<file path="src/hw/cpsm_pkg.sv">
// Constants and types shared by the cell protection state machine
package cpsm_pkg;

   // Core clock and slow delay clock rates
   localparam int CORE_CLK_HZ = 200_000_000;
   localparam int SLOW_CLK_HZ = 4_000;
   // Core cycles per slow tick (50000)
   localparam int TICK_DIV_DEFAULT = CORE_CLK_HZ / SLOW_CLK_HZ;

   // Detection delays in milliseconds, plain defaults
   localparam int OVERCHARGE_DELAY_MS    = 1000;
   localparam int OVERDISCHARGE_DELAY_MS = 128;
   // Same delays as counts of slow ticks
   localparam int OVERCHARGE_DELAY_TICKS    = OVERCHARGE_DELAY_MS * SLOW_CLK_HZ / 1000;
   localparam int OVERDISCHARGE_DELAY_TICKS = OVERDISCHARGE_DELAY_MS * SLOW_CLK_HZ / 1000;

   // Width of the divider and delay counters
   localparam int CNT_W = 16;

   // Positions of the comparator results inside the synchroniser
   localparam int CMP_ABOVE_OC     = 0;
   localparam int CMP_BELOW_OC_REL = 1;
   localparam int CMP_BELOW_OD     = 2;
   localparam int CMP_AT_OD_REL    = 3;
   localparam int CMP_DIS_OVERCUR  = 4;
   localparam int CMP_CHG_OVERCUR  = 5;
   localparam int CMP_OVERHEAT     = 6;
   localparam int CMP_LS_GE_0P35   = 7;
   localparam int CMP_LS_GE_0P7    = 8;
   localparam int CMP_LS_BELOW_0V  = 9;
   localparam int CMP_N            = 10;

   // Protection states, one-hot
   typedef enum logic [2:0]
   {
      ST_NORMAL        = 3'h1,
      ST_OVERCHARGE    = 3'h2,
      ST_OVERDISCHARGE = 3'h4
   } cpsm_state_t;

endpackage

</file>
<file path="src/hw/cpsm_delay.sv">
// Detection delay counter clocked by core_clk, advanced by the slow tick
`timescale 1ns/100ps
`default_nettype none
module cpsm_delay
   import cpsm_pkg::*;
#(
   parameter int TICKS = 4
)
(
   input  wire logic core_clk,
   input  wire logic rst_n,
   input  wire logic tick,     // One-cycle slow clock enable
   input  wire logic cond,     // Triggering comparator condition
   output var  logic expired   // Condition held for the full delay
);

   logic [CNT_W-1:0] count;    // Ticks seen while cond held

   // Count ticks while cond holds; any gap restarts from zero
   always_ff @(posedge core_clk)
   begin
      if (!rst_n)
      begin
         count <= '0;
      end
      else if (!cond)
      begin
         count <= '0;
      end
      else if (tick && !expired)
      begin
         count <= count + 1'b1;
      end
   end

   // Expiry flag stays up while the condition stays true
   always_ff @(posedge core_clk)
   begin
      if (!rst_n)
      begin
         expired <= 1'b0;
      end
      else if (!cond)
      begin
         expired <= 1'b0;
      end
      else if (tick && (count == CNT_W'(TICKS - 1)))
      begin
         expired <= 1'b1;
      end
   end
endmodule
`default_nettype wire

</file>
<file path="src/hw/cpsm_top.sv">
// Protection state machine of a one-cell battery guard
// Operation
// - Normal range: both gates on
// - Normal: monitor resistor on, pulls off
// - Overcharge after delay above threshold; charge off
// - Separate release, low load-sense: below release
// - Load-sense high: release below overcharge threshold
// - Equal option: release needs load-sense high
// - Overcurrent ignored in overcharge while above overcharge threshold
// - Overdischarge after delay below; discharge off
// - Overdischarge: pull-up on, pull-down off
// - Charger below 0V: release at detection
// - Power-down at 0.7V load-sense, exit below
// - Power-down option: stay while load-sense high
// - No power-down option: release at release threshold
// - Delays counted on 4 kHz internal tick
`timescale 1ns/100ps
`default_nettype none
module cpsm_top
   import cpsm_pkg::*;
#(
   parameter bit SEPARATE_RELEASE = 1'b1,  // Release threshold below detection
   parameter bit POWER_DOWN_OPT   = 1'b1,  // Power-down function present
   parameter int TICK_DIV         = TICK_DIV_DEFAULT,
   parameter int OC_DELAY_TICKS   = OVERCHARGE_DELAY_TICKS,
   parameter int OD_DELAY_TICKS   = OVERDISCHARGE_DELAY_TICKS
)
(
   input  wire logic core_clk,
   input  wire logic rst_n,
   input  wire logic cell_above_overcharge,       // Cell above overcharge_threshold
   input  wire logic cell_below_overcharge_rel,   // Cell below overcharge_release_threshold
   input  wire logic cell_below_overdischarge,    // Cell below overdischarge_threshold
   input  wire logic cell_at_overdischarge_rel,   // Cell at or above overdischarge release
   input  wire logic current_over_discharge,      // Sense at discharge_overcurrent_limit
   input  wire logic current_over_charge,         // Sense at charge_overcurrent_limit
   input  wire logic temp_over_overheat,          // Above overheat_threshold
   input  wire logic load_sense_ge_0p35,          // load_sense_pin at or above 0.35 V
   input  wire logic load_sense_ge_0p7,           // load_sense_pin at or above 0.7 V
   input  wire logic load_sense_below_0v,         // load_sense_pin below 0 V
   output var  logic charge_gate_out,             // Charge FET gate on
   output var  logic discharge_gate_out,          // Discharge FET gate on
   output var  logic monitor_ground_on,           // monitor_ground_resistor connected
   output var  logic load_sense_pullup_on,        // load_sense_pullup connected
   output var  logic load_sense_pulldown_on,      // load_sense_pulldown connected
   output var  logic power_down,                  // Power-down entered
   output var  logic overcurrent_detect_en,       // Discharge overcurrent may act
   output var  logic in_overcharge,               // State flag
   output var  logic in_overdischarge             // State flag
);

   // Comparator results arrive from the analog side, asynchronous
   logic [CMP_N-1:0] cmp_raw;    // Raw comparator vector, highest index first
   logic [CMP_N-1:0] cmp_meta;   // First synchroniser stage
   logic [CMP_N-1:0] cmp;        // Second stage, safe to use

   // Order follows the package positions, bit 9 down to bit 0
   assign cmp_raw = {load_sense_below_0v, load_sense_ge_0p7, load_sense_ge_0p35, temp_over_overheat,
                     current_over_charge, current_over_discharge, cell_at_overdischarge_rel,
                     cell_below_overdischarge, cell_below_overcharge_rel, cell_above_overcharge};

   // Two-flop synchroniser; only the second stage feeds logic
   always_ff @(posedge core_clk)
   begin
      if (!rst_n)
      begin
         cmp_meta <= '0;
         cmp      <= '0;
      end
      else
      begin
         cmp_meta <= cmp_raw;
         cmp      <= cmp_meta;
      end
   end

   // Named views of the synchronised comparators
   wire logic above_oc  = cmp[CMP_ABOVE_OC];      // Cell above overcharge threshold
   wire logic below_ocr = cmp[CMP_BELOW_OC_REL];  // Cell below overcharge release
   wire logic below_od  = cmp[CMP_BELOW_OD];      // Cell below overdischarge threshold
   wire logic at_odr    = cmp[CMP_AT_OD_REL];     // Cell at overdischarge release
   wire logic i_dis     = cmp[CMP_DIS_OVERCUR];   // Discharge overcurrent comparator
   wire logic i_chg     = cmp[CMP_CHG_OVERCUR];   // Charge overcurrent comparator
   wire logic hot       = cmp[CMP_OVERHEAT];      // Overheat comparator
   wire logic ls_0p35   = cmp[CMP_LS_GE_0P35];    // Load-sense at 0.35 V or more
   wire logic ls_0p7    = cmp[CMP_LS_GE_0P7];     // Load-sense at 0.7 V or more
   wire logic ls_neg    = cmp[CMP_LS_BELOW_0V];   // Load-sense below 0 V, charger present

   // Slow tick divider; the analog original runs a 4 kHz oscillator
   logic [CNT_W-1:0] div_count;  // Core cycles within one slow period
   logic             tick;       // One-cycle enable at the slow rate

   always_ff @(posedge core_clk)
   begin
      if (!rst_n)
      begin
         div_count <= '0;
         tick      <= 1'b0;
      end
      else if (div_count == CNT_W'(TICK_DIV - 1))
      begin
         div_count <= '0;
         tick      <= 1'b1;
      end
      else
      begin
         div_count <= div_count + 1'b1;
         tick      <= 1'b0;
      end
   end

   // State register and its next value
   cpsm_state_t state;
   cpsm_state_t next_state;

   // Delay counters see their condition only in the normal state,
   // so a detour through another state always starts afresh
   logic oc_cond;      // Overcharge detection pending
   logic od_cond;      // Overdischarge detection pending
   logic oc_expired;   // Overcharge delay served
   logic od_expired;   // Overdischarge delay served

   assign oc_cond = (state == ST_NORMAL) && above_oc;
   assign od_cond = (state == ST_NORMAL) && below_od;

   cpsm_delay #(.TICKS(OC_DELAY_TICKS)) u_oc_delay
   (
      .core_clk (core_clk),
      .rst_n    (rst_n),
      .tick     (tick),
      .cond     (oc_cond),
      .expired  (oc_expired)
   );

   cpsm_delay #(.TICKS(OD_DELAY_TICKS)) u_od_delay
   (
      .core_clk (core_clk),
      .rst_n    (rst_n),
      .tick     (tick),
      .cond     (od_cond),
      .expired  (od_expired)
   );

   // Release decisions for each protection state
   logic oc_release;   // Leave overcharge this cycle
   logic od_release;   // Leave overdischarge this cycle

   // Load through the body diode lifts load-sense; a charger alone never releases the equal option
   assign oc_release = ls_0p35 ? !above_oc
                     : (SEPARATE_RELEASE && below_ocr);
   // Negative load-sense means a charger; without one the power-down variant holds while load-sense is at 0.7 V or more
   assign od_release = ls_neg ? !below_od
                     : (POWER_DOWN_OPT && ls_0p7) ? 1'b0
                     : at_odr;

   // Next-state decision; overcharge wins if both delays expire at once
   always_comb
   begin
      next_state = state;
      unique case (state)
         ST_NORMAL:
         begin
            if (oc_expired)
            begin
               next_state = ST_OVERCHARGE;
            end
            else if (od_expired)
            begin
               next_state = ST_OVERDISCHARGE;
            end
         end
         ST_OVERCHARGE:
         begin
            if (oc_release)
            begin
               next_state = ST_NORMAL;
            end
         end
         ST_OVERDISCHARGE:
         begin
            if (od_release)
            begin
               next_state = ST_NORMAL;
            end
         end
         default:
         begin
            next_state = ST_NORMAL;  // Recover from an illegal code
         end
      endcase
   end

   // State register
   always_ff @(posedge core_clk)
   begin
      if (!rst_n)
      begin
         state <= ST_NORMAL;
      end
      else
      begin
         state <= next_state;
      end
   end

   // Gate drive: overcurrent and overheat states live elsewhere,
   // here the gates simply drop when the normal window is left
   logic ok_window;    // Current and temperature inside limits

   assign ok_window = !i_dis && !i_chg && !hot;

   always_ff @(posedge core_clk)
   begin
      if (!rst_n)
      begin
         charge_gate_out    <= 1'b0;
         discharge_gate_out <= 1'b0;
      end
      else
      begin
         charge_gate_out    <= (state == ST_NORMAL) && ok_window;
         discharge_gate_out <= (state == ST_NORMAL) && ok_window;
      end
   end

   // Internal resistor switches
   always_ff @(posedge core_clk)
   begin
      if (!rst_n)
      begin
         monitor_ground_on      <= 1'b0;
         load_sense_pullup_on   <= 1'b0;
         load_sense_pulldown_on <= 1'b0;
      end
      else
      begin
         // Monitor resistor also returns with a charger in overdischarge
         monitor_ground_on      <= (state == ST_NORMAL) ||
                                   ((state == ST_OVERDISCHARGE) && ls_neg);
         load_sense_pullup_on   <= (state == ST_OVERDISCHARGE);
         load_sense_pulldown_on <= 1'b0;
      end
   end

   // Power-down follows load-sense level while overdischarged
   always_ff @(posedge core_clk)
   begin
      if (!rst_n)
      begin
         power_down <= 1'b0;
      end
      else
      begin
         power_down <= POWER_DOWN_OPT && (state == ST_OVERDISCHARGE) && ls_0p7;
      end
   end

   // Status flags and overcurrent permission
   always_ff @(posedge core_clk)
   begin
      if (!rst_n)
      begin
         overcurrent_detect_en <= 1'b0;
         in_overcharge         <= 1'b0;
         in_overdischarge      <= 1'b0;
      end
      else
      begin
         // Heavy load cannot trip in overcharge while cell still sits above threshold
         overcurrent_detect_en <= !((state == ST_OVERCHARGE) && above_oc);
         in_overcharge         <= (state == ST_OVERCHARGE);
         in_overdischarge      <= (state == ST_OVERDISCHARGE);
      end
   end

   // Helper: cycles since the last tick, read only by assertions
   logic [CNT_W-1:0] since_tick;
   logic             seen_tick;

   always_ff @(posedge core_clk)
   begin
      if (!rst_n)
      begin
         since_tick <= '0;
         seen_tick  <= 1'b0;
      end
      else if (tick)
      begin
         since_tick <= '0;
         seen_tick  <= 1'b1;
      end
      else
      begin
         since_tick <= since_tick + 1'b1;
      end
   end
endmodule
`default_nettype wire

</file>
<file path="config.mk">
export PLATFORM = sky130hd
export DESIGN_NAME = cpsm_top
export DESIGN_NICKNAME = d
export VERILOG_FILES = /design/src/hw/cpsm_pkg.sv /design/src/hw/cpsm_delay.sv /design/src/hw/cpsm_top.sv
export SDC_FILE = /design/constraint.sdc
export NUM_CORES = 1
export LEC_CHECK = 0
export ABC_CLOCK_PERIOD_IN_PS = 5500
export BUFFER_PORTS_ARGS = -buffer_cell sky130_fd_sc_hd__buf_4
export CAP_MARGIN = 5
export CORE_AREA = 8 8 83 85
export DETAILED_ROUTE_END_ITERATION = 12
export DIE_AREA = 0 0 91 93
export MAX_ROUTING_LAYER = met4
export PLACE_DENSITY = 0.75
export SLEW_MARGIN = 30
export SYNTH_ARGS = -nofsm -noshare
export SYNTH_HDL_FRONTEND = slang
export SYNTH_SLANG_ARGS = --single-unit
export TNS_END_PERCENT = 20
</file>
<file path="constraint.sdc">
create_clock -name core_clk -period 5.5 [get_ports core_clk]
set_input_delay 0.55 -clock core_clk [delete_from_list [all_inputs] [get_ports core_clk]]
set_output_delay 0.55 -clock core_clk [all_outputs]
set_load 0.01 [all_outputs]
</file>
==> impl_table.tex, run 1 <==
\begin{tabular}{lr}
\hline
Metric & Value \\
\hline
\multicolumn{2}{l}{\textbf{Logic synthesis}} \\
Part of the Yosys area used for sequential elements & $\sim$49\% \\
Number of distinct library cells after synthesis & 46 \\
Number of flops mapped to enable cells by yosys & 0 \\
Top cells by area, synth & sky130\_fd\_sc\_hd\_\_dfxtp\_1 49\%, sky130\_fd\_sc\_hd\_\_xnor2\_1 6.2\%, sky130\_fd\_sc\_hd\_\_nor2\_1 4.5\% \\
Net count after synthesis & around 360 \\
Synthesized flop and latch total & 80 \\
Area share of fa/ha/maj cells after synthesis & 1.16\% \\
Compound-cell area share of the yosys netlist & 4.58\% \\
Post-synthesis cell count & between 300 and 400 \\
Synth warnings & 0 \\
Fraction of synthesized cell area taken by the top area cell type & about half \\
Main combinational cell family by area after synthesis & simple AND/OR/NAND/NOR gates \\
Top flip-flop cell by instance count after synthesis & sky130\_fd\_sc\_hd\_\_dfxtp\_1 \\
Post-Syn Area per Cell & between 9 and 10 sq um \\
Post-synth design cell area & 3250 sq um \\
Async set-reset flop share out of synthesis & 0\% \\
Leading area contributor after synthesis & sky130\_fd\_sc\_hd\_\_dfxtp\_1 \\
Parity-gate share of the synthesized area counting xor and xnor cells & under 10\% \\
Multiplexer area fraction after synthesis & 0.616\% \\
Simple-Gate Fraction of Synth Area & 31.5\% \\
\multicolumn{2}{l}{\textbf{Hold path}} \\
Kind of path behind the tightest hold check & reg -> reg \\
Hold Crit Start & cmp[5]\$\_SDFF\_PN0\_ \\
\multicolumn{2}{l}{\textbf{Global routing}} \\
Wire length of the first global-routing pass & 9.69 mm \\
GRT overflow & 0 \\
Vias in the first global route & approximately 2300 \\
Largest net degree at the start of global routing & 29 \\
GRT Total Usage & about 14\% \\
Number of antenna violations at the first check in global routing & 0 \\
\multicolumn{2}{l}{\textbf{Drt}} \\
Per-cell via count in the routed design & $\sim$5.3 \\
WL final & between 5 and 6 mm \\
Pre-Repair DR Iteration Count & 4 \\
DRC & 0 \\
WL/cell & 11.8 um \\
Total number of vias & $\sim$2300 \\
DRT antenna net count & 0 \\
First DRT Iteration DRCs & 82 \\
\multicolumn{2}{l}{\textbf{Setup path}} \\
Critical path class & reg -> reg \\
CP required & 5730 ps \\
Crit-path leading delay family & simple AND/OR/NAND/NOR gates \\
Delay of the slowest cell on the worst path & $\sim$600 ps \\
Sum of buffers and inverters on the critical path & 0 \\
CP startpoint kind & register \\
Critical Path Source & div\_count[0]\$\_SDFF\_PP0\_ \\
Maximum fanout along the worst path & 14 \\
Critical-path cell list & ha\_1 > nand3\_1 > or4\_4 > nand2\_4 > nor2\_1 \\
Data arrival time at the worst-slack endpoint & roughly 2100 ps \\
Worst setup slack for register-to-register paths & around 3600 ps \\
Critical path capture point type & register \\
Launch point of the worst reg-to-reg path & div\_count[0]\$\_SDFF\_PP0\_ \\
Max stage delay cell, worst path & sky130\_fd\_sc\_hd\_\_or4\_4 \\
\multicolumn{2}{l}{\textbf{Power and ir drop}} \\
Pwr per Cell Area & roughly 290 nW/um\^{}2 \\
Post-layout total power & roughly 1.0 mW \\
LEAKAGE & 1.23 nW \\
Peak ir drop on the vdd network & roughly 0.00022 V \\
\multicolumn{2}{l}{\textbf{Timing}} \\
Count of final hold-check violations & 0 \\
Worst slew margin relative to its limit & a little over half \\
RSZ-0062 raised after global routing & no \\
Final Slew Violations & 0 \\
Shortest period the worst path allows & 1880 ps \\
Worst-Margin Slew & 674 ps \\
Final period utilization & approximately a third \\
Final-report setup violation count & 0 \\
Worst clock skew on the final layout & 7.07 ps \\
Smallest hold slack & just under 400 ps \\
Final total negative setup slack & 0 ps \\
Highest attainable clock frequency & approximately 530 MHz \\
\multicolumn{2}{l}{\textbf{Die}} \\
Ports placed on the boundary & 21 \\
Floorplan die height & around 93 um \\
Starting utilization of the core area & a little under three fifths \\
Row Count & 28 \\
Die ar. & 8460 sq um \\
Die X-Extent & just over 90 um \\
Core area & 5680 sq um \\
\multicolumn{2}{l}{\textbf{Placed design}} \\
Post-DP HPWL & between 3 and 4 mm \\
PortBufs & 19 \\
Gp weighted congestion & a little under 0.8 \\
Post-DP Area & around 3400 sq um \\
\multicolumn{2}{l}{\textbf{CTS}} \\
Post-CTS Setup Inserts & 0 \\
TritonCTS buffer count & 9 \\
Worst-Skew Late Latency & between 300 and 400 ps \\
CTS tree & built \\
Clock slew seen by the registers of the worst setup and hold paths & around 70 ps \\
Deepest level of the CTS H-tree & 3 \\
Clock root buffer & sky130\_fd\_sc\_hd\_\_clkbuf\_8 \\
Number of buffers between clock root and the deepest sink & 2 \\
Hold buffer count at cts & 0 \\
Post-cts gate resize count & 0 \\
Clock net sink count & 80 \\
\multicolumn{2}{l}{\textbf{Cells and area}} \\
Fraction of layout cells with a size suffix above 1 & $\sim$14\% \\
Post-route standard cell area excluding fillers & between 3000 and 4000 sq um \\
Finished Core Util & a little under two thirds \\
Area growth, synth to finish & 11.0\% \\
Most common cell after layout, fill and taps aside & sky130\_fd\_sc\_hd\_\_dfxtp\_1 \\
Antenna diode instance count & 0 \\
Top library cells by usage in the layout, fill and taps aside & 80 x sky130\_fd\_sc\_hd\_\_dfxtp\_1, 39 x sky130\_fd\_sc\_hd\_\_nor2\_1, 23 x sky130\_fd\_sc\_hd\_\_xnor2\_1, 23 x sky130\_fd\_sc\_hd\_\_and2\_1 \\
Nets & 381 \\
\multicolumn{2}{l}{\textbf{Flow run}} \\
Max capacitance violation total & 0 \\
\multicolumn{2}{l}{\textbf{Status}} \\
Outcome & completed \\
\hline
\end{tabular}
==> metal layers <==
layer  wire length [um]  global-route usage (%)  vias to the layer above
met5                  0                       -                        -
met4                116                    8.19                        0
met3                100                    2.88                        9
met2               2420                    21.9                       26
met1               2590                    16.8                     1074
li1                   -                       -                     1228
==> state kept, by name (all words and copies together) (netlist names) <==
name and count:
cmp_meta 10, in_overdischarge 1, cmp 10, state 3, in_overcharge 1, div_count 16, tick 1, u_od_delay.count 16
u_oc_delay.count 16, power_down 1, discharge_gate_out 1, monitor_ground_on 1, overcurrent_detect_en 1, u_od_delay.expired 1, u_oc_delay.expired 1
==> path summary, 6_finish.rpt <==
path | end | cells past startpoint
setup / recovery | div_count[5]$_SDFF_PP0_ | 5
hold / removal | discharge_gate_out$_SDFF_PN0_ | 1
setup reg to reg | div_count[5]$_SDFF_PP0_ | 5
hold reg to reg | discharge_gate_out$_SDFF_PN0_ | 1
==> synthesized netlist by cell type (2+ instances only) <==
cell and n:
sky130_fd_sc_hd__nand4_1 12, sky130_fd_sc_hd__and2_1 23, sky130_fd_sc_hd__a21oi_1 13, sky130_fd_sc_hd__nor3_1 11, sky130_fd_sc_hd__ha_1 3, sky130_fd_sc_hd__o21ai_0 7
sky130_fd_sc_hd__dfxtp_1 80, sky130_fd_sc_hd__nand2_1 19, sky130_fd_sc_hd__nor2b_1 4, sky130_fd_sc_hd__clkbuf_1 6, sky130_fd_sc_hd__nand3b_1 3, sky130_fd_sc_hd__or4_1 5
sky130_fd_sc_hd__nand2b_1 4, sky130_fd_sc_hd__or3_1 5, sky130_fd_sc_hd__nor2_2 10, sky130_fd_sc_hd__and4_1 3, sky130_fd_sc_hd__nor3b_1 2, sky130_fd_sc_hd__or4_4 2
sky130_fd_sc_hd__buf_4 3, sky130_fd_sc_hd__mux2i_1 2, sky130_fd_sc_hd__nand4b_1 4, sky130_fd_sc_hd__xor2_1 12, sky130_fd_sc_hd__xnor2_1 23, sky130_fd_sc_hd__nor4_1 11
sky130_fd_sc_hd__inv_1 9, sky130_fd_sc_hd__nor2_1 39, sky130_fd_sc_hd__nand3_1 14
==> cell families (layout without fill, tap and decap cells) <==
logic type,count (synthesis),after routing
other cells,1,1
buf+inv,21,43
xor+xnor,35,35
flops,80,80
compound gates,26,26
mux,2,2
simple gates,180,180
fa+ha+maj,3,3
==> area by class of cell <==
class,count,area [sq um]
Clock inverter,5,57.6
Tap cell,75,93.8
Multi-Input combinational cell,247,1540
Fill cell,489,2070
Sequential cell,80,1600
Clock buffer,10,138
Inverter,9,33.8
Timing Repair Buffer,19,143
==> power breakdown <==
group          switching [mW]  total [mW]  internal [mW]  leakage (nW)
Combinational          0.0131      0.0270         0.0140         0.489
Clock                   0.196       0.415          0.218        0.0904
Sequential            0.00445       0.593          0.589         0.650
Total                   0.214        1.04          0.821          1.23
==> per-stage QoR <==
stage          instances  setup WS [ps]
2_1_floorplan        348           3730
3_3_place_gp         430           3370
3_5_place_dp         430           3310
4_1_cts              445           3610
5_1_grt              445           3500
6_report             445           3620
Note: power is estimated with default switching activity, not from simulation.
==> run 2, diff against run 1 <==
--- a/config.mk
+++ b/config.mk
@@ -5,14 +5,14 @@
 export SDC_FILE = /design/constraint.sdc
 export NUM_CORES = 1
 export LEC_CHECK = 0
-export ABC_CLOCK_PERIOD_IN_PS = 5500
+export ABC_CLOCK_PERIOD_IN_PS = 1500
 export BUFFER_PORTS_ARGS = -buffer_cell sky130_fd_sc_hd__buf_4
 export CAP_MARGIN = 5
-export CORE_AREA = 8 8 83 85
+export CORE_AREA = 8 8 88 90
 export DETAILED_ROUTE_END_ITERATION = 12
-export DIE_AREA = 0 0 91 93
+export DIE_AREA = 0 0 96 98
 export MAX_ROUTING_LAYER = met4
-export PLACE_DENSITY = 0.75
+export PLACE_DENSITY = 0.7
 export SLEW_MARGIN = 30
 export SYNTH_ARGS = -nofsm -noshare
 export SYNTH_HDL_FRONTEND = slang
==> constraint.sdc (replaced) <==
create_clock -name core_clk -period 1.5 [get_ports core_clk]
set_input_delay 0.15 -clock core_clk [delete_from_list [all_inputs] [get_ports core_clk]]
set_output_delay 0.15 -clock core_clk [all_outputs]
set_load 0.01 [all_outputs]
==> impl_table.tex, run 2 (synthesized netlist as in run 1, its figures left out) <==
\begin{tabular}{lr}
\hline
Metric & Value \\
\hline
\multicolumn{2}{l}{\textbf{Status}} \\
Outcome & complete, but fails checks \\
Violations in the final reports & negative setup slack \\
\multicolumn{2}{l}{\textbf{Setup path}} \\
Max stage delay cell, worst path & sky130\_fd\_sc\_hd\_\_or4\_4 \\
Worst setup slack for register-to-register paths & -190 ps (-3800 ps) \\
Launch point of the worst reg-to-reg path & u\_oc\_delay.count[1]\$\_SDFFE\_PN0P\_ \\
Data arrival time at the worst-slack endpoint & 1940 ps (-170 ps) \\
Crit-path leading delay family & simple AND/OR/NAND/NOR gates \\
Maximum fanout along the worst path & 2 (-12) \\
Critical-path cell list & ha\_4 > nand3b\_1 > or4\_4 > buf\_6 > o21ai\_0 > a21oi\_2 \\
Critical path capture point type & register \\
CP startpoint kind & register \\
Critical path class & reg -> reg \\
Sum of buffers and inverters on the critical path & 1 (+1) \\
CP required & 1750 ps (-3980 ps) \\
Worst reg-to-reg path cell count & 6 (+1) \\
Delay of the slowest cell on the worst path & 530 ps (-70 ps) \\
Endpoint of the most critical register-to-register path & u\_oc\_delay.count[14]\$\_SDFFE\_PN0P\_ \\
\multicolumn{2}{l}{\textbf{Timing}} \\
Final period utilization & 113\% (+78 points) \\
Worst clock skew on the final layout & 5.52 ps (-1.56 ps) \\
RSZ-0062 raised after global routing & yes \\
Shortest period the worst path allows & 1690 ps (-197 ps) \\
Final Slew Violations & 0 (unchanged) \\
Highest attainable clock frequency & 592 MHz (+12\%) \\
Count of final hold-check violations & 0 (unchanged) \\
Final-report setup violation count & 21 (+21) \\
Crit path setup slack, layout & -188 ps (-3800 ps) \\
Final total negative setup slack & -2150 ps (-2150 ps) \\
\multicolumn{2}{l}{\textbf{Cells and area}} \\
Top Registers & div\_count (16), u\_oc\_delay.count (16), u\_od\_delay.count (16) \\
Nets & 452 (+19\%) \\
Top library cells by usage in the layout, fill and taps aside & 78 x sky130\_fd\_sc\_hd\_\_buf\_4, 70 x sky130\_fd\_sc\_hd\_\_dfxtp\_1, 39 x sky130\_fd\_sc\_hd\_\_nor2\_1 \\
Finished Core Util & 65.9\% (+2.3 points) \\
Most common cell after layout, fill and taps aside & sky130\_fd\_sc\_hd\_\_buf\_4 \\
Area growth, synth to finish & 31.6\% \\
Antenna diode instance count & 0 (unchanged) \\
Fill cell instance count of the final layout & 536 (+9.6\%) \\
Fraction of layout cells with a size suffix above 1 & 30.1\% (+16 points) \\
\multicolumn{2}{l}{\textbf{Drt}} \\
Total number of vias & 2663 (+14\%) \\
DRC & 0 (unchanged) \\
Per-cell via count in the routed design & 5.10 (-2.9\%) \\
Pre-Repair DR Iteration Count & 4 (unchanged) \\
WL final & 6.76 mm (+29\%) \\
DRT antenna net count & 0 (unchanged) \\
First DRT Iteration DRCs & 78 (-4.9\%) \\
WL/cell & 12.9 um (+10\%) \\
\multicolumn{2}{l}{\textbf{CTS}} \\
TritonCTS buffer count & 9 (unchanged) \\
Clock slew seen by the registers of the worst setup and hold paths & 90 ps (+20 ps) \\
Worst-Skew Late Latency & 360 ps (+20 ps) \\
Number of buffers between clock root and the deepest sink & 2 (unchanged) \\
CTS tree & built \\
Deepest level of the CTS H-tree & 3 (unchanged) \\
Clock net sink count & 80 (unchanged) \\
Clock root buffer & sky130\_fd\_sc\_hd\_\_clkbuf\_8 \\
\multicolumn{2}{l}{\textbf{Global routing}} \\
Number of antenna violations at the first check in global routing & 0 (unchanged) \\
Vias in the first global route & 2690 (+19\%) \\
Largest net degree at the start of global routing & 28 (-3.4\%) \\
GRT Total Usage & 16.1\% (+2.0 points) \\
Wire length of the first global-routing pass & 11.8 mm (+22\%) \\
GRT overflow & 0 (unchanged) \\
\multicolumn{2}{l}{\textbf{Power and ir drop}} \\
Peak ir drop on the vdd network & 0.000774 V (+260\%) \\
Pwr per Cell Area & 892 nW/um\^{}2 (+210\%) \\
LEAKAGE & 1.63 nW (+33\%) \\
Post-layout total power & 3.81 mW (+270\%) \\
\multicolumn{2}{l}{\textbf{Hold path}} \\
Min-Delay Endpoint & discharge\_gate\_out\$\_SDFF\_PN0\_ \\
Hold Crit Start & rst\_n \\
Hold Crit Depth & 4 (+3) \\
Kind of path behind the tightest hold check & in -> reg \\
\multicolumn{2}{l}{\textbf{Flow run}} \\
Max capacitance violation total & 0 (unchanged) \\
\multicolumn{2}{l}{\textbf{Placed design}} \\
Post-DP HPWL & 4.40 mm (+22\%) \\
PortBufs & 19 (unchanged) \\
Gp weighted congestion & 0.779 (-2.0\%) \\
\multicolumn{2}{l}{\textbf{Die}} \\
Ports placed on the boundary & 21 (unchanged) \\
Row Count & 30 (+7.1\%) \\
Die ar. & 9410 sq um (+11\%) \\
Core area & 6490 sq um (+14\%) \\
Starting utilization of the core area & 50.0\% (-7.2 points) \\
Die X-Extent & 96 um (+5.5\%) \\
Floorplan die height & 98 um (+5.4\%) \\
\hline
\end{tabular}
==> run 2: through the flow <==
stage / worst slack (ps) / cell area [sq um] / cells / hold slack [ps]
2_1_floorplan: -137 / 3280 / 348 / 277
3_3_place_gp: -156 / 3860 / 491 / 359
3_5_place_dp: -165 / 3860 / 491 / 360
4_1_cts: -128 / 4220 / 521 / 194
5_1_grt: -244 / 4280 / 522 / 212
6_report: -188 / 4280 / 522 / 206
==> run 2: per-layer routing <==
| metal | vias up | share of wire, % | GRT usage, % |
|---|---|---|---|
| met4 | 0 | 2.4 | 8.64 |
| li1 | 1375 | - | - |
| met2 | 44 | 50 | 25.9 |
| met5 | - | 0 | - |
| met3 | 12 | 3.0 | 3.84 |
| met1 | 1232 | 44 | 17.8 |
==> run 2: worst reg2reg max path: stages, from the launching register on <==
cell and delay [ps]:
sky130_fd_sc_hd__dfxtp_2 370, sky130_fd_sc_hd__ha_4 140, sky130_fd_sc_hd__nand3b_1 100, sky130_fd_sc_hd__or4_4 530
sky130_fd_sc_hd__buf_6 130, sky130_fd_sc_hd__o21ai_0 220, sky130_fd_sc_hd__a21oi_2 90
==> run 2: how the worst max path moves through the flow <==
stage,startpoint,cells past startpoint,end
CTS,div_count[7]$_SDFF_PP0_,3,div_count[1]$_SDFF_PP0_
global placement,div_count[7]$_SDFF_PP0_,4,div_count[3]$_SDFF_PP0_
floorplan,div_count[7]$_SDFF_PP0_,5,div_count[12]$_SDFF_PP0_
global route,u_oc_delay.count[0]$_SDFFE_PN0P_,6,u_oc_delay.count[14]$_SDFFE_PN0P_
detailed placement,div_count[7]$_SDFF_PP0_,4,div_count[3]$_SDFF_PP0_
finish,u_oc_delay.count[1]$_SDFFE_PN0P_,6,u_oc_delay.count[14]$_SDFFE_PN0P_
==> run 2: power by group <==
part	switching (mW)	total, mW	internal [mW]	leakage (nW)
sequential	0.0124	2.17	2.15	0.656
clock	0.861	1.50	0.635	0.0892
combinational	0.0654	0.150	0.0844	0.888
total	0.939	3.81	2.87	1.63
==> run 2: what timing repair did <==
item,in CTS,in global routing
setup buffers,4,0
gates resized for setup,13,10
hold buffers,10,0
hold endpoints to repair,10,0
cloned,0,1
pin swaps,6,7
endpoints found under the setup margin,24,25
==> run 2: area by class of cell <==
class / instances / area (sq um) / area share, %
flip-flops and latches: 80 / 1620 / 37.9
clock buffers: 9 / 124 / 2.90
repair buffers: 89 / 697 / 16.3
well taps: 80 / 100 / 2.34
multi-input cells: 248 / 1640 / 38.4
clock inverters: 7 / 61.3 / 1.43
inverters: 9 / 33.8 / 0.790
==> run 3, diff against run 2 <==
--- a/config.mk
+++ b/config.mk
@@ -13,6 +13,7 @@
 export DIE_AREA = 0 0 96 98
 export MAX_ROUTING_LAYER = met4
 export PLACE_DENSITY = 0.7
+export RECOVER_POWER = 100
 export SLEW_MARGIN = 30
 export SYNTH_ARGS = -nofsm -noshare
 export SYNTH_HDL_FRONTEND = slang
==> impl_table.tex, run 3 (synthesized netlist as in run 1, its figures left out) <==
\begin{tabular}{lr}
\hline
Metric & Value \\
\hline
\multicolumn{2}{l}{\textbf{Timing}} \\
Highest attainable clock frequency & 592 MHz (about the same) \\
Smallest hold slack & 202 ps (-3.83 ps) \\
Crit path setup slack, layout & -188 ps (-0.0770 ps) \\
Final total negative setup slack & -2150 ps (+2.20 ps) \\
RSZ-0062 raised after global routing & yes \\
Final-report setup violation count & 21 (unchanged) \\
Worst clock skew on the final layout & 5.44 ps (-0.0802 ps) \\
Count of final hold-check violations & 0 (unchanged) \\
Final Slew Violations & 0 (unchanged) \\
Final period utilization & 113\% (about the same) \\
Shortest period the worst path allows & 1690 ps (+0.0770 ps) \\
\multicolumn{2}{l}{\textbf{Placed design}} \\
Post-DP HPWL & 4.40 mm (unchanged) \\
PortBufs & 19 (unchanged) \\
Gp weighted congestion & 0.779 (unchanged) \\
Placed Cells & 491 (unchanged) \\
Post-DP Area & 3860 sq um (unchanged) \\
\multicolumn{2}{l}{\textbf{Setup path}} \\
Maximum fanout along the worst path & 2 (unchanged) \\
Critical path capture point type & register \\
Worst setup slack for register-to-register paths & -190 ps (about the same) \\
Worst reg-to-reg path cell count & 6 (unchanged) \\
CP startpoint kind & register \\
Launch point of the worst reg-to-reg path & u\_oc\_delay.count[1]\$\_SDFFE\_PN0P\_ \\
CP required & 1750 ps (about the same) \\
Critical path class & reg -> reg \\
Data arrival time at the worst-slack endpoint & 1940 ps (about the same) \\
Endpoint of the most critical register-to-register path & u\_oc\_delay.count[14]\$\_SDFFE\_PN0P\_ \\
\multicolumn{2}{l}{\textbf{Hold path}} \\
Hold Crit Start & rst\_n \\
Kind of path behind the tightest hold check & in -> reg \\
Hold Crit Depth & 4 (unchanged) \\
Min-Delay Endpoint & discharge\_gate\_out\$\_SDFF\_PN0\_ \\
\multicolumn{2}{l}{\textbf{Global routing}} \\
Layer carrying the most global-route usage & met2 \\
GRT overflow & 0 (unchanged) \\
Met2 track demand over resource in global routing & 25.9\% (unchanged) \\
Number of antenna violations at the first check in global routing & 0 (unchanged) \\
Largest net degree at the start of global routing & 28 (unchanged) \\
Met1 global-route usage & 17.8\% (unchanged) \\
Wire length of the first global-routing pass & 11.8 mm (unchanged) \\
GR Util met3 & 3.84\% (unchanged) \\
GRT Total Usage & 16.1\% (unchanged) \\
Vias in the first global route & 2690 (unchanged) \\
\multicolumn{2}{l}{\textbf{Drt}} \\
DRC & 0 (unchanged) \\
Total number of vias & 2676 (+0.49\%) \\
Pre-Repair DR Iteration Count & 4 (unchanged) \\
First DRT Iteration DRCs & 75 (-3.8\%) \\
Per-cell via count in the routed design & 5.13 (+0.49\%) \\
WL/cell & 13.0 um (+0.15\%) \\
WL final & 6.77 mm (+0.15\%) \\
DRT antenna net count & 0 (unchanged) \\
\multicolumn{2}{l}{\textbf{Die}} \\
Row Count & 30 (unchanged) \\
Starting utilization of the core area & 50.0\% (unchanged) \\
Die X-Extent & 96 um (unchanged) \\
Floorplan die height & 98 um (unchanged) \\
Ports placed on the boundary & 21 (unchanged) \\
Die ar. & 9410 sq um (unchanged) \\
Core area & 6490 sq um (unchanged) \\
\multicolumn{2}{l}{\textbf{Power and ir drop}} \\
Peak ir drop on the vdd network & 0.000774 V (about the same) \\
LEAKAGE & 1.59 nW (-2.6\%) \\
Pwr per Cell Area & 898 nW/um\^{}2 (+0.73\%) \\
\multicolumn{2}{l}{\textbf{Cells and area}} \\
Top library cells by usage in the layout, fill and taps aside & 70 x sky130\_fd\_sc\_hd\_\_dfxtp\_1, 63 x sky130\_fd\_sc\_hd\_\_buf\_4, 39 x sky130\_fd\_sc\_hd\_\_nor2\_1 \\
Top Registers & div\_count (16), u\_oc\_delay.count (16), u\_od\_delay.count (16) \\
Most common cell after layout, fill and taps aside & sky130\_fd\_sc\_hd\_\_dfxtp\_1 \\
Final non-filler cell total & 522 (unchanged) \\
Nets & 452 (unchanged) \\
Fraction of layout cells with a size suffix above 1 & 28.1\% (-2.0 points) \\
Antenna diode instance count & 0 (unchanged) \\
Post-route standard cell area excluding fillers & 4240 sq um (-0.79\%) \\
Area growth, synth to finish & 30.6\% \\
Finished Core Util & 65.3\% (-0.52 points) \\
\multicolumn{2}{l}{\textbf{CTS}} \\
CTS tree & built \\
Deepest level of the CTS H-tree & 3 (unchanged) \\
Number of buffers between clock root and the deepest sink & 2 (unchanged) \\
Clock root buffer & sky130\_fd\_sc\_hd\_\_clkbuf\_8 \\
Worst-Skew Late Latency & 360 ps (about the same) \\
Clock net sink count & 80 (unchanged) \\
TritonCTS buffer count & 9 (unchanged) \\
Clock slew seen by the registers of the worst setup and hold paths & 90 ps (about the same) \\
\multicolumn{2}{l}{\textbf{Status}} \\
Outcome & complete, but fails checks \\
Violations in the final reports & negative setup slack \\
\multicolumn{2}{l}{\textbf{Flow run}} \\
Max capacitance violation total & 0 (unchanged) \\
\hline
\end{tabular}
run 3: timing repair:
action                                  CTS  global route
pin swaps                                 6             7
resized for setup                        13            10
gates cloned                              0             1
hold buffers                             10             0
hold endpoints to repair                 10             0
setup buffers                             4             0
endpoints found under the setup margin   24            25
run 3: how the worst max path moves through the flow:
stage	start	to	slack, ps	cells past startpoint
2_1_floorplan	div_count[7]$_SDFF_PP0_	div_count[12]$_SDFF_PP0_	-140	5
3_3_place_gp	div_count[7]$_SDFF_PP0_	div_count[3]$_SDFF_PP0_	-160	4
3_5_place_dp	div_count[7]$_SDFF_PP0_	div_count[3]$_SDFF_PP0_	-170	4
4_1_cts	div_count[7]$_SDFF_PP0_	div_count[1]$_SDFF_PP0_	-130	3
5_1_grt	u_oc_delay.count[0]$_SDFFE_PN0P_	u_oc_delay.count[14]$_SDFFE_PN0P_	-240	6
6_report	u_oc_delay.count[1]$_SDFFE_PN0P_	u_oc_delay.count[14]$_SDFFE_PN0P_	-190	6
run 3: through the flow:
stage / setup slack (ps) / power, mW
global placement: -156 / 2.34
CTS: -128 / 3.85
finish: -188 / 3.81
floorplan: -137 / 2.29
detailed placement: -165 / 2.34
global route: -244 / 3.95
run 3: layout make-up:
cell class                      instances  area (sq um)
Multi-Input combinational cell        248          1640
Inverter                                9          33.8
Fill cell                             548          2250
Tap cell                               80           100
Clock inverter                          7          61.3
Timing Repair Buffer                   89           663
Clock buffer                            9           124
Sequential cell                        80          1620
run 3: power by group:
group | internal [mW] | leakage [nW] | switching, mW
combinational | 0.0772 | 0.846 | 0.0653
sequential | 2.15 | 0.656 | 0.0121
clock | 0.635 | 0.0892 | 0.866
run 3: critical path, stage by stage, from the launching register on:
cell and delay, ps:
sky130_fd_sc_hd__dfxtp_2 370, sky130_fd_sc_hd__ha_4 140, sky130_fd_sc_hd__nand3b_1 100, sky130_fd_sc_hd__or4_4 530, sky130_fd_sc_hd__buf_6 130, sky130_fd_sc_hd__o21ai_0 220
sky130_fd_sc_hd__a21oi_2 90
run 3: routing by layer:
metal  part of all wire [%]  up-vias
li1                       -     1377
met1                     44     1241
met2                     50       44
met3                    3.0       14
met4                    2.5        0
met5                      0        -
